`src/pmc_pkg.sv`:
```
// constants, types and register map of the transceiver management register set
package pmc_pkg;
    localparam int REG_W = 16;
    localparam int IDX_W = 5;

    // register indices
    localparam logic [4:0] IDX_BASIC_CONTROL = 5'h00;
    localparam logic [4:0] IDX_BASIC_STATUS = 5'h01;
    localparam logic [4:0] IDX_IDENT_HIGH = 5'h02;
    localparam logic [4:0] IDX_IDENT_LOW = 5'h03;
    localparam logic [4:0] IDX_NEG_ADVERTISE = 5'h04;
    localparam logic [4:0] IDX_NEG_PARTNER = 5'h05;
    localparam logic [4:0] IDX_NEG_EXPANSION = 5'h06;
    localparam logic [4:0] IDX_MODE_CONTROL = 5'h11;
    localparam logic [4:0] IDX_SPECIAL_MODES = 5'h12;
    localparam logic [4:0] IDX_SPECIAL_IND = 5'h1b;
    localparam logic [4:0] IDX_INT_SOURCE = 5'h1d;
    localparam logic [4:0] IDX_INT_MASK = 5'h1e;
    localparam logic [4:0] IDX_SPECIAL_CTRL = 5'h1f;

    // basic control fields
    localparam int CTL_SOFT_RESET = 15;
    localparam int CTL_LOOPBACK = 14;
    localparam int CTL_SPEED = 13;
    localparam int CTL_ANEG_EN = 12;
    localparam int CTL_POWER_DOWN = 11;
    localparam int CTL_ANEG_RESTART = 9;
    localparam int CTL_DUPLEX = 8;
    localparam int CTL_COL_TEST = 7;
    localparam logic [15:0] CTL_WRITE_MASK = 16'h7b80;
    localparam logic [15:0] CTL_READ_MASK = 16'hfb80;
    localparam logic [15:0] CTL_RESET_VALUE = 16'h0000;
    localparam logic [15:0] CTL_STRAP_MASK = 16'h3000;

    // basic status fields
    localparam int STS_ANEG_DONE = 5;
    localparam int STS_LINK = 2;
    localparam logic [15:0] STS_FIXED = 16'h7809;

    // advertisement
    localparam logic [15:0] ADV_WRITE_MASK = 16'h2dff;
    localparam logic [15:0] ADV_RESET_BASE = 16'h00a1;
    localparam logic [15:0] ADV_STRAP_BITS = 16'h0140;
    localparam int ADV_100_FULL = 8;
    localparam int ADV_100_HALF = 7;
    localparam int ADV_10_FULL = 6;

    // plain read/write registers, some kept through soft reset
    localparam int GEN_COUNT = 5;
    localparam logic [4:0] GEN_INDEX [GEN_COUNT] = '{5'h11, 5'h12, 5'h1b, 5'h1e, 5'h1f};
    localparam logic [GEN_COUNT-1:0] GEN_KEPT = 5'b0_1010;
    localparam logic [15:0] GEN_RESET_VALUE = 16'h0000;

    // timing
    localparam int SYS_CLK_MHZ = 200;
    localparam int SOFT_RESET_NS = 100;
    localparam int SOFT_RESET_CYCLES = (SOFT_RESET_NS * SYS_CLK_MHZ + 999) / 1000;
    localparam int SOFT_CNT_W = 5;
    localparam int ANEG_TIME_MS = 1500;
    localparam int ANEG_CYCLES_DEFAULT = ANEG_TIME_MS * SYS_CLK_MHZ * 1000;
    localparam int SYNC_STAGES = 3;

    typedef enum logic [1:0] {
        ANEG_OFF,
        ANEG_BUSY,
        ANEG_DONE
    } pmc_aneg_state_t;

    typedef struct packed {
        logic wr;
        logic rd;
        logic [4:0] index;
        logic [15:0] wdata;
    } pmc_mgmt_req_t;

    typedef struct packed {
        logic ack;
        logic [15:0] rdata;
    } pmc_mgmt_rsp_t;

    typedef struct packed {
        logic loopback;
        logic power_down;
        logic speed_100;
        logic full_duplex;
        logic collision_test;
        logic soft_reset_busy;
        logic aneg_complete;
    } pmc_mode_t;
endpackage

```
`src/pmc_control_regs.sv`:
```
// transceiver management register set with basic control behaviour
//
// Overview of operation
// decode 16-bit registers at indices 0-6, 17, 18, 27, 29, 30, 31
// registers reached only by index through the management access port
// kept fields survive only the control-bit-15 soft reset
// writing bit 15 starts soft reset; bit self-clears, reads 0 after reset
// master should set bit 15 with all other control bits clear
// bit 14 selects loopback; resets to 0
// bit 13 selects 100 or 10 Mbps; ignored while negotiation enabled
// bit 12 enables negotiation, overriding manual speed and duplex
// speed and negotiation-enable reset values come from the strap pin
// bit 11 selects general power-down; resets to 0
// after power-down clears, negotiation runs and then sets status bit 5
// writing bit 9 restarts negotiation; bit self-clears
// bit 8 selects full duplex; resets 0; ignored while negotiating
// bit 7 enables collision test; resets to 0
// status bit 5 reads 1 once negotiation completed, else 0
// control bits 10 and 6-0 read zero; writes ignored
`timescale 1ns/100ps
module pmc_control_regs #(
    parameter int ANEG_CYCLES = pmc_pkg::ANEG_CYCLES_DEFAULT,
    // identity values are arbitrary
    parameter logic [15:0] IDENT_HIGH = 16'h1234,
    parameter logic [15:0] IDENT_LOW = 16'h5678
) (
    input wire logic sys_clk,
    input wire logic reset,
    input wire pmc_pkg::pmc_mgmt_req_t mgmt_req,
    output pmc_pkg::pmc_mgmt_rsp_t mgmt_rsp,
    input wire logic speed_sel_pin,
    input wire logic link_up_pin,
    output pmc_pkg::pmc_mode_t mode
);
    logic strap_sync;
    logic link_sync;
    logic sync_settled;
    logic strap_pending;
    logic [pmc_pkg::SOFT_CNT_W-1:0] soft_cnt;
    logic soft_busy;
    logic soft_start;
    logic [15:0] ctrl;
    logic [15:0] next_ctrl;
    logic [15:0] strap_ctrl;
    logic [15:0] adv;
    logic [15:0] strap_adv;
    logic link_latched;
    logic aneg_done;
    logic aneg_speed;
    logic aneg_full;
    logic [15:0] gen_reg [pmc_pkg::GEN_COUNT];
    logic [pmc_pkg::GEN_COUNT-1:0] gen_hit;
    logic [15:0] gen_rdata;
    logic wr_ctrl;
    logic wr_adv;
    logic rd_status;
    logic idx_mapped;
    logic defaults_load;
    logic [15:0] read_value;

    pmc_pin_sync #(
        .WIDTH(2)
    ) u_pin_sync (
        .sys_clk(sys_clk),
        .reset(reset),
        .pin_in({speed_sel_pin, link_up_pin}),
        .pin_out({strap_sync, link_sync}),
        .settled(sync_settled)
    );

    pmc_aneg_sequencer #(
        .ANEG_CYCLES(ANEG_CYCLES)
    ) u_aneg (
        .sys_clk(sys_clk),
        .reset(reset),
        .enable(ctrl[pmc_pkg::CTL_ANEG_EN]),
        .power_down(ctrl[pmc_pkg::CTL_POWER_DOWN]),
        .restart(ctrl[pmc_pkg::CTL_ANEG_RESTART] || soft_busy),
        .advertise(adv),
        .complete(aneg_done),
        .res_speed_100(aneg_speed),
        .res_full_duplex(aneg_full)
    );

    // access decode, index only
    assign wr_ctrl = mgmt_req.wr && mgmt_req.index == pmc_pkg::IDX_BASIC_CONTROL;
    assign wr_adv = mgmt_req.wr && mgmt_req.index == pmc_pkg::IDX_NEG_ADVERTISE;
    assign rd_status = mgmt_req.rd && mgmt_req.index == pmc_pkg::IDX_BASIC_STATUS;
    assign soft_start = wr_ctrl && mgmt_req.wdata[pmc_pkg::CTL_SOFT_RESET] && !soft_busy;
    assign soft_busy = (soft_cnt != '0);
    assign defaults_load = strap_pending || soft_start || soft_busy;
    assign strap_ctrl = pmc_pkg::CTL_RESET_VALUE | ({16{strap_sync}} & pmc_pkg::CTL_STRAP_MASK);
    assign strap_adv = pmc_pkg::ADV_RESET_BASE | ({16{strap_sync}} & pmc_pkg::ADV_STRAP_BITS);

    // strap is taken once the synchroniser has settled after reset
    always_ff @(posedge sys_clk) begin
        if (reset) begin
            strap_pending <= 1'b1;
        end else if (sync_settled) begin
            strap_pending <= 1'b0;
        end
    end

    always_ff @(posedge sys_clk) begin
        if (reset) begin
            soft_cnt <= '0;
        end else if (soft_start) begin
            soft_cnt <= pmc_pkg::SOFT_CNT_W'(pmc_pkg::SOFT_RESET_CYCLES);
        end else if (soft_busy) begin
            soft_cnt <= soft_cnt - pmc_pkg::SOFT_CNT_W'(1);
        end
    end

    always_comb begin
        next_ctrl = ctrl;
        next_ctrl[pmc_pkg::CTL_ANEG_RESTART] = 1'b0;
        if (defaults_load) begin
            next_ctrl = strap_ctrl;
        end else if (wr_ctrl) begin
            next_ctrl = mgmt_req.wdata & pmc_pkg::CTL_WRITE_MASK;
        end
    end

    always_ff @(posedge sys_clk) begin
        if (reset) begin
            ctrl <= pmc_pkg::CTL_RESET_VALUE;
        end else begin
            ctrl <= next_ctrl;
        end
    end

    always_ff @(posedge sys_clk) begin
        if (reset) begin
            adv <= pmc_pkg::ADV_RESET_BASE;
        end else if (defaults_load) begin
            adv <= strap_adv;
        end else if (wr_adv) begin
            adv <= mgmt_req.wdata & pmc_pkg::ADV_WRITE_MASK;
        end
    end

    // link status latches low; a status read reloads it, a drop wins
    always_ff @(posedge sys_clk) begin
        if (reset || !link_sync) begin
            link_latched <= 1'b0;
        end else if (rd_status) begin
            link_latched <= 1'b1;
        end
    end

    genvar g;
    generate
        for (g = 0; g < pmc_pkg::GEN_COUNT; g++) begin : g_gen
            assign gen_hit[g] = (mgmt_req.index == pmc_pkg::GEN_INDEX[g]);
            always_ff @(posedge sys_clk) begin
                if (reset || (soft_busy && !pmc_pkg::GEN_KEPT[g])) begin
                    gen_reg[g] <= pmc_pkg::GEN_RESET_VALUE;
                end else if (mgmt_req.wr && gen_hit[g] && !soft_busy) begin
                    gen_reg[g] <= mgmt_req.wdata;
                end
            end
        end
    endgenerate

    always_comb begin
        gen_rdata = 16'h0000;
        for (int k = 0; k < pmc_pkg::GEN_COUNT; k++) begin
            gen_rdata = gen_rdata | (gen_hit[k] ? gen_reg[k] : 16'h0000);
        end
    end

    assign idx_mapped = (mgmt_req.index <= pmc_pkg::IDX_NEG_EXPANSION)
        || (|gen_hit) || mgmt_req.index == pmc_pkg::IDX_INT_SOURCE;

    assign read_value =
        (mgmt_req.index == pmc_pkg::IDX_BASIC_CONTROL) ?
            ((ctrl | (16'(soft_busy) << pmc_pkg::CTL_SOFT_RESET)) & pmc_pkg::CTL_READ_MASK) :
        (mgmt_req.index == pmc_pkg::IDX_BASIC_STATUS) ?
            (pmc_pkg::STS_FIXED | (16'(aneg_done) << pmc_pkg::STS_ANEG_DONE)
                | (16'(link_latched) << pmc_pkg::STS_LINK)) :
        (mgmt_req.index == pmc_pkg::IDX_IDENT_HIGH) ? IDENT_HIGH :
        (mgmt_req.index == pmc_pkg::IDX_IDENT_LOW) ? IDENT_LOW :
        (mgmt_req.index == pmc_pkg::IDX_NEG_ADVERTISE) ? adv :
        gen_rdata;

    always_ff @(posedge sys_clk) begin
        if (reset) begin
            mgmt_rsp <= '0;
        end else begin
            mgmt_rsp.ack <= mgmt_req.wr || mgmt_req.rd;
            mgmt_rsp.rdata <= (mgmt_req.rd && idx_mapped) ? read_value : 16'h0000;
        end
    end

    // negotiation overrides the manual speed and duplex selections
    always_ff @(posedge sys_clk) begin
        if (reset) begin
            mode <= '0;
        end else begin
            mode.loopback <= ctrl[pmc_pkg::CTL_LOOPBACK];
            mode.power_down <= ctrl[pmc_pkg::CTL_POWER_DOWN];
            mode.speed_100 <= ctrl[pmc_pkg::CTL_ANEG_EN] ? aneg_speed
                : ctrl[pmc_pkg::CTL_SPEED];
            mode.full_duplex <= ctrl[pmc_pkg::CTL_ANEG_EN] ? aneg_full
                : ctrl[pmc_pkg::CTL_DUPLEX];
            mode.collision_test <= ctrl[pmc_pkg::CTL_COL_TEST];
            mode.soft_reset_busy <= soft_busy;
            mode.aneg_complete <= aneg_done;
        end
    end
endmodule

```
`src/pmc_pin_sync.sv`:
```
// three-stage synchroniser for pin inputs with agreement filter
`timescale 1ns/100ps
module pmc_pin_sync #(
    parameter int WIDTH = 2
) (
    input wire logic sys_clk,
    input wire logic reset,
    input wire logic [WIDTH-1:0] pin_in,
    output logic [WIDTH-1:0] pin_out,
    output logic settled
);
    logic [1:0] settle_cnt;

    genvar i;
    generate
        for (i = 0; i < WIDTH; i++) begin : g_bit
            logic s1;
            logic s2;
            logic s3;
            always_ff @(posedge sys_clk) begin
                s1 <= pin_in[i];
                s2 <= s1;
                s3 <= s2;
            end
            // a change counts only once stages two and three agree
            always_ff @(posedge sys_clk) begin
                if (reset) begin
                    pin_out[i] <= 1'b0;
                end else if (s2 == s3) begin
                    pin_out[i] <= s3;
                end
            end
        end
    endgenerate

    always_ff @(posedge sys_clk) begin
        if (reset) begin
            settle_cnt <= 2'h0;
        end else if (settle_cnt != 2'(pmc_pkg::SYNC_STAGES)) begin
            settle_cnt <= settle_cnt + 2'h1;
        end
    end

    assign settled = (settle_cnt == 2'(pmc_pkg::SYNC_STAGES));
endmodule

```
`src/pmc_aneg_sequencer.sv`:
```
// auto-negotiation progress timer and result selection
`timescale 1ns/100ps
module pmc_aneg_sequencer #(
    parameter int ANEG_CYCLES = pmc_pkg::ANEG_CYCLES_DEFAULT
) (
    input wire logic sys_clk,
    input wire logic reset,
    input wire logic enable,
    input wire logic power_down,
    input wire logic restart,
    input wire logic [15:0] advertise,
    output logic complete,
    output logic res_speed_100,
    output logic res_full_duplex
);
    pmc_pkg::pmc_aneg_state_t state;
    pmc_pkg::pmc_aneg_state_t next_state;
    logic [31:0] cnt;
    logic active;
    logic timer_done;

    assign active = enable && !power_down;
    assign timer_done = (cnt == 32'(ANEG_CYCLES - 1));

    always_comb begin
        next_state = state;
        unique case (state)
            pmc_pkg::ANEG_OFF: begin
                if (active) begin
                    next_state = pmc_pkg::ANEG_BUSY;
                end
            end
            pmc_pkg::ANEG_BUSY: begin
                if (!active) begin
                    next_state = pmc_pkg::ANEG_OFF;
                end else if (!restart && timer_done) begin
                    next_state = pmc_pkg::ANEG_DONE;
                end
            end
            pmc_pkg::ANEG_DONE: begin
                if (!active) begin
                    next_state = pmc_pkg::ANEG_OFF;
                end else if (restart) begin
                    next_state = pmc_pkg::ANEG_BUSY;
                end
            end
        endcase
    end

    always_ff @(posedge sys_clk) begin
        if (reset) begin
            state <= pmc_pkg::ANEG_OFF;
        end else begin
            state <= next_state;
        end
    end

    always_ff @(posedge sys_clk) begin
        if (reset || state != pmc_pkg::ANEG_BUSY || restart) begin
            cnt <= 32'h0000_0000;
        end else begin
            cnt <= cnt + 32'h0000_0001;
        end
    end

    // best common mode taken from our own advertisement
    always_ff @(posedge sys_clk) begin
        if (reset) begin
            res_speed_100 <= 1'b0;
            res_full_duplex <= 1'b0;
        end else if (state == pmc_pkg::ANEG_BUSY && next_state == pmc_pkg::ANEG_DONE) begin
            res_speed_100 <= advertise[pmc_pkg::ADV_100_FULL] || advertise[pmc_pkg::ADV_100_HALF];
            res_full_duplex <= advertise[pmc_pkg::ADV_100_FULL]
                || (!advertise[pmc_pkg::ADV_100_HALF] && advertise[pmc_pkg::ADV_10_FULL]);
        end
    end

    assign complete = (state == pmc_pkg::ANEG_DONE);
endmodule

```
`config.mk`:
```
export PLATFORM = sky130hd
export DESIGN_NAME = pmc_control_regs
export DESIGN_NICKNAME = d
export VERILOG_FILES = /design/src/pmc_pkg.sv /design/src/pmc_control_regs.sv /design/src/pmc_pin_sync.sv /design/src/pmc_aneg_sequencer.sv
export SDC_FILE = /design/constraint.sdc
export NUM_CORES = 1
export LEC_CHECK = 0
export BUFFER_PORTS_ARGS = -buffer_cell sky130_fd_sc_hd__buf_2
export CORE_ASPECT_RATIO = 1.5
export CORE_MARGIN = 3
export CORE_UTILIZATION = 53
export DETAILED_ROUTE_END_ITERATION = 8
export GPL_TIMING_DRIVEN = 0
export PLACE_DENSITY = 0.71
export SLEW_MARGIN = 20
export SYNTH_ARGS = -nofsm -noshare
export SYNTH_HDL_FRONTEND = slang
export SYNTH_SLANG_ARGS = --single-unit
```
`constraint.sdc`:
```
create_clock -name sys_clk -period 2.5 [get_ports sys_clk]
set_clock_uncertainty 0.15 [all_clocks]
set_input_delay 0.5 -clock sys_clk [delete_from_list [all_inputs] [get_ports sys_clk]]
set_output_delay 0.5 -clock sys_clk [all_outputs]
set_load 0.05 [all_outputs]
```
[Word level (Yosys, flattened, before mapping)]
Memories as Yosys holds them, arrays and structs flattened.
Cells that the tools add are included.
Word-level totals
  register bits after elaboration: 96
  memory bits (writable): 80
  input port bits: 27
  word-level logic and storage cells: 166
  memories: 1
Cells by class
  $add $sub $neg: 3
  magnitude comparators: 1
  eq/ne operators: 19
  multiplexer cells: 48
  bitwise gates (word level): 13
  reductions and logical operators: 49
Memories
  gen_reg: words 5, bits a word 16, read ports 5, clocked after Yosys merged registers in 0, write ports 5, RTL line pmc_control_regs.sv:51  | logic [15:0] gen_reg [pmc_pkg::GEN_COUNT];
Operators with widths (count)
  $mux W16: 15
  $or A16 B16 Y16: 4
  $add A32 B1 Y32 const B: 1
  $eq A32 B29 Y1 const B: 1
  $eq A5 B5 Y1 const B: 6
  $mux W14: 2
  $mux W1: 21
  $logic_and A1 B1 Y1: 20
  $mux W9: 2
  $or A15 B16 Y16: 1
  $or A15 B3 Y15: 1
  $logic_or A1 B1 Y1: 12
  $eq A5 B2 Y1 const B: 2
  $mux W2: 5
  $mux W5: 2
  $eq A2 B2 Y1 const B: 3
  $pmux W2 S3: 1
  $reduce_bool A2 Y1: 3
  $reduce_or A2 Y1: 3
  $reduce_or A3 Y1: 2
  $eq A5 B1 Y1 const B: 1
  $eq A5 B3 Y1 const B: 1
  $le A5 B3 Y1 const B: 1
  $logic_not A1 Y1: 5
  12 further kinds: 18

[Logic depth before layout (Yosys ltp)]
  word-level depth: 11
  mapped depth: 9

[Cells and area by module]
Synthesis repeated with hierarchy kept, for this count alone.
Unflattened totals
  cell total of the unflattened synthesis: 774
  area, all modules: 8052.7 um2
By module, submodules not included
  pmc_control_regs: instances 1, cells an instance 536, area an instance 5920.7 um2
  pmc_aneg_sequencer: instances 1, cells an instance 216, area an instance 1853.0 um2
  pmc_pin_sync: instances 1, cells an instance 22, area an instance 279.0 um2

[Worst setup path after synthesis]
OpenSTA, ideal clock, no wires.
  path type: input to register
  start point: input port mgmt_req[19] in the netlist's numbering
  end point: memory gen_reg[3][0] (enable)
  arrival time: 1.892 ns
  required time: 2.011 ns
  setup slack: 0.119 ns
  stages on the path: 6
  path buffers: 3
  cells stage by stage: buf_2 > nand3_1 > nor2b_1 > clkbuf_1 > clkbuf_1 > a31o_2
RTL lines
  from (decl): RTL line pmc_control_regs.sv:29  | input wire pmc_pkg::pmc_mgmt_req_t mgmt_req,
  to (decl): RTL line pmc_control_regs.sv:51

==> reports/metrics.cfg <==
[run_status]
status = finished clean

[final_layout]
largest_register_ffs = 80
nets = 809
drive_above_1_share_pct = 17.1
syn2layout_area_growth_pct = 16.2
nFillCells = 1092
fin_cells = 952

[setup_path]
slowest_delay_ns = 0.50
r2r_setup_slack_ns = 0.08
reg2reg_from = soft_cnt[0]
crit_path_start = mgmt_req[16]
crit_chain = buf_2, nand2_1, nor3_4, clkbuf_2, a211o_2
critPathKind = input port to register
worstSetupStartpointType = input port
worst_setup_path_end_kind = register
cp_max_fo = 16
path_delay_family = simple AND/OR/NAND/NOR gates
required_ns = 2.43
crit_arrival_ns = 2.37
crit_slowest_cell = a211o_2
path_depth = 5
critical_path_buf_inv_count = 2
reg2reg_depth = 7

[die]
die_x_um = 103
io_pins = 51
initial_utilization_pct = 54.7
core_region_area_sq_mm = 0.0136
die_h_um = 151
rows = 52
die_area_sq_mm = 0.0155

[hold_path]
whs_path_depth = 1
min-delay-start = speed_sel_pin
hold_path.class = input port to register

[global_route]
grt_start_max_net_pins = 17
grt_overflow = 0
antenna_found_initial = 0
grt_usage_pct = 25.6
grt_pass1_wl_mm = 29.8
grt_pass1_vias = 5708

[power_and_ir_drop]
powerDensity_mw_per_mm2 = 819
irDropWorstVdd_uv = 453
leakagePower_nw = 3.21

[synth]
yosysMostFrequentCell = dfxtp_1
synth_fp_nets = 732
yosysUniqueCellTypes = 60
ys_warn_count = 0
async_reset_ff_share_pct = 0
syn_area_sq_mm = 0.00743
netlist_top_cells_count = dfxtp_1 (96), and2_1 (81), edfxtp_1 (80)
yosys.area.top_type_share_pct = 32.3
ys_top_cells_by_area = edfxtp_1 (32%), dfxtp_1 (26%), and2_1 (6.8%), nand2_1 (3.3%), nor2_1 (2.9%)
yosysTopAreaCell = edfxtp_1
synth_edf_count = 80
ys_ff_latch = 176
synth-main-ff-cell = dfxtp_1
syn_inst = 699
syn_avg_cell_area_sq_um = 10.6
yosysSeqAreaShare_pct = 58.2

[placed_design]
dpl.cell_count = 907
dp_hpwl_mm = 13.1
gp_congestion = 0.902
portBuffers = 46

[clock_network]
clockBufferDepth = 2
clkSinkCount = 176
cts_root_buf = clkbuf_16
cts_htree_levels = 4
clock_latency_ns = 0.43
cts_made_buffers = 17
tritoncts = done
clk_pin_slew_worst_paths_ns = 0.06

[sta]
fin_setup_tns_ns = 0
tightest_slew_ns = 0.869
slew_viol_final = 0
finalSetupViolCount = 0
fin_crit_sh_pct = 97.6
fmax_ghz = 0.410
hold_violations = 0
min_period_ns = 2.44
slew_headroom_pct = 41.7

[detailed_routing]
drt-vias-per-instance = 5.99
route.antenna.remaining_nets = 0
drtIter0Drc = 426
wl_per_cell_um = 20.2
drc = 0
wirelength_mm = 19.2
firstDrtPassIters = 6
vias = 5699

[job]
maxCapViolCount = 0

-- worst reg2reg max path, cell delays in order (launching register included) --
cell	delay [ns]
dfxtp_1	0.32
inv_2	0.10
ha_4	0.14
or4b_4	0.46
buf_8	0.16
buf_4	0.14
buf_4	0.13
a211o_2	0.51
-- what timing repair did --
item                                    CTS  global route
buffers inserted                          6             6
hold buffers                              0             0
endpoints found under the hold margin     0             0
endpoints found under the setup margin  150            56
pin swaps                                 5             2
resized for setup                        21            12
-- cell usage in the layout (no fill, tap or decap), types with 14 or more instances in the layout --
cell / instances
dfxtp_1: 96
and2_1: 81
edfxtp_1: 80
nand2_1: 66
nor2_1: 53
buf_2: 52
a21oi_1: 38
o21ai_0: 22
nand3_1: 21
a22oi_1: 20
clkbuf_16: 17
inv_1: 16
xnor2_1: 16
clkbuf_1: 14
-- cell families (layout without fill, tap and decap cells) --
group	Yosys count	in the layout	share of synthesized area (%)
AO/OA/AOI/OAI	137	137	12.3
XOR/XNOR	27	27	3.18
adder cells (fa/ha/maj)	6	6	1.01
buffers and inverters	51	141	2.88
flip-flops	176	176	58.2
multiplexers	3	3	0.404
other	0	1	0
AND/OR/NAND/NOR	299	299	22.1
-- metal layers --
metal / wire length [um] / track usage, % / up-vias / share of wire [%]
li1: - / - / 2657 / -
met1: 7650 / 30.4 / 2779 / 40
met2: 9900 / 44.2 / 212 / 52
met3: 1010 / 4.65 / 51 / 5.2
met4: 637 / 11.8 / 0 / 3.3
met5: 0 / 0 / - / 0
-- per-stage QoR --
stage | area [sq um] | setup WS, ns | hold slack, ns | power (mW) | util, %
3_3_place_gp | 7870 | -0.682 | 0.162 | 4.30 | 57.8
4_1_cts | 8560 | 0.00349 | 0.0188 | 6.96 | 62.9
2_1_floorplan | 7430 | 0.119 | 0.160 | 4.08 | -
5_1_grt | 8640 | -0.00744 | 0.0117 | 7.28 | 63.5
3_5_place_dp | 7870 | -0.720 | 0.165 | 4.35 | 57.8
6_report | 8640 | 0.0602 | 0.0225 | 7.08 | 63.5
-- path summary, 6_finish.rpt --
| check | to |
|---|---|
| min | u_pin_sync.g_bit[1].s1 |
| max reg2reg | gen_reg[2][3] |
| min reg2reg | u_pin_sync.g_bit[1].s2 |
| max | gen_reg[2][3] |
-- where the power goes --
part | internal [mW] | switching [mW] | total, mW | leakage, nW
clock | 1.48 | 1.14 | 2.62 | 0.277
sequential | 3.39 | 0.141 | 3.53 | 1.67
combinational | 0.348 | 0.579 | 0.927 | 1.27
total | 5.21 | 1.86 | 7.08 | 3.21
-- cell type report --
type	instances	area, sq um	share of cell area (%)
antenna	1	2.50	0.0290
inverter	19	71.3	0.825
timing repair buffer	58	320	3.71
multi-input combinational	472	2990	34.6
tap	162	203	2.35
clock inverter	13	140	1.62
sequential	176	4320	50.1
clock buffer	19	433	5.01
buffer	32	160	1.85
Power figures use the tool's default switching activity.
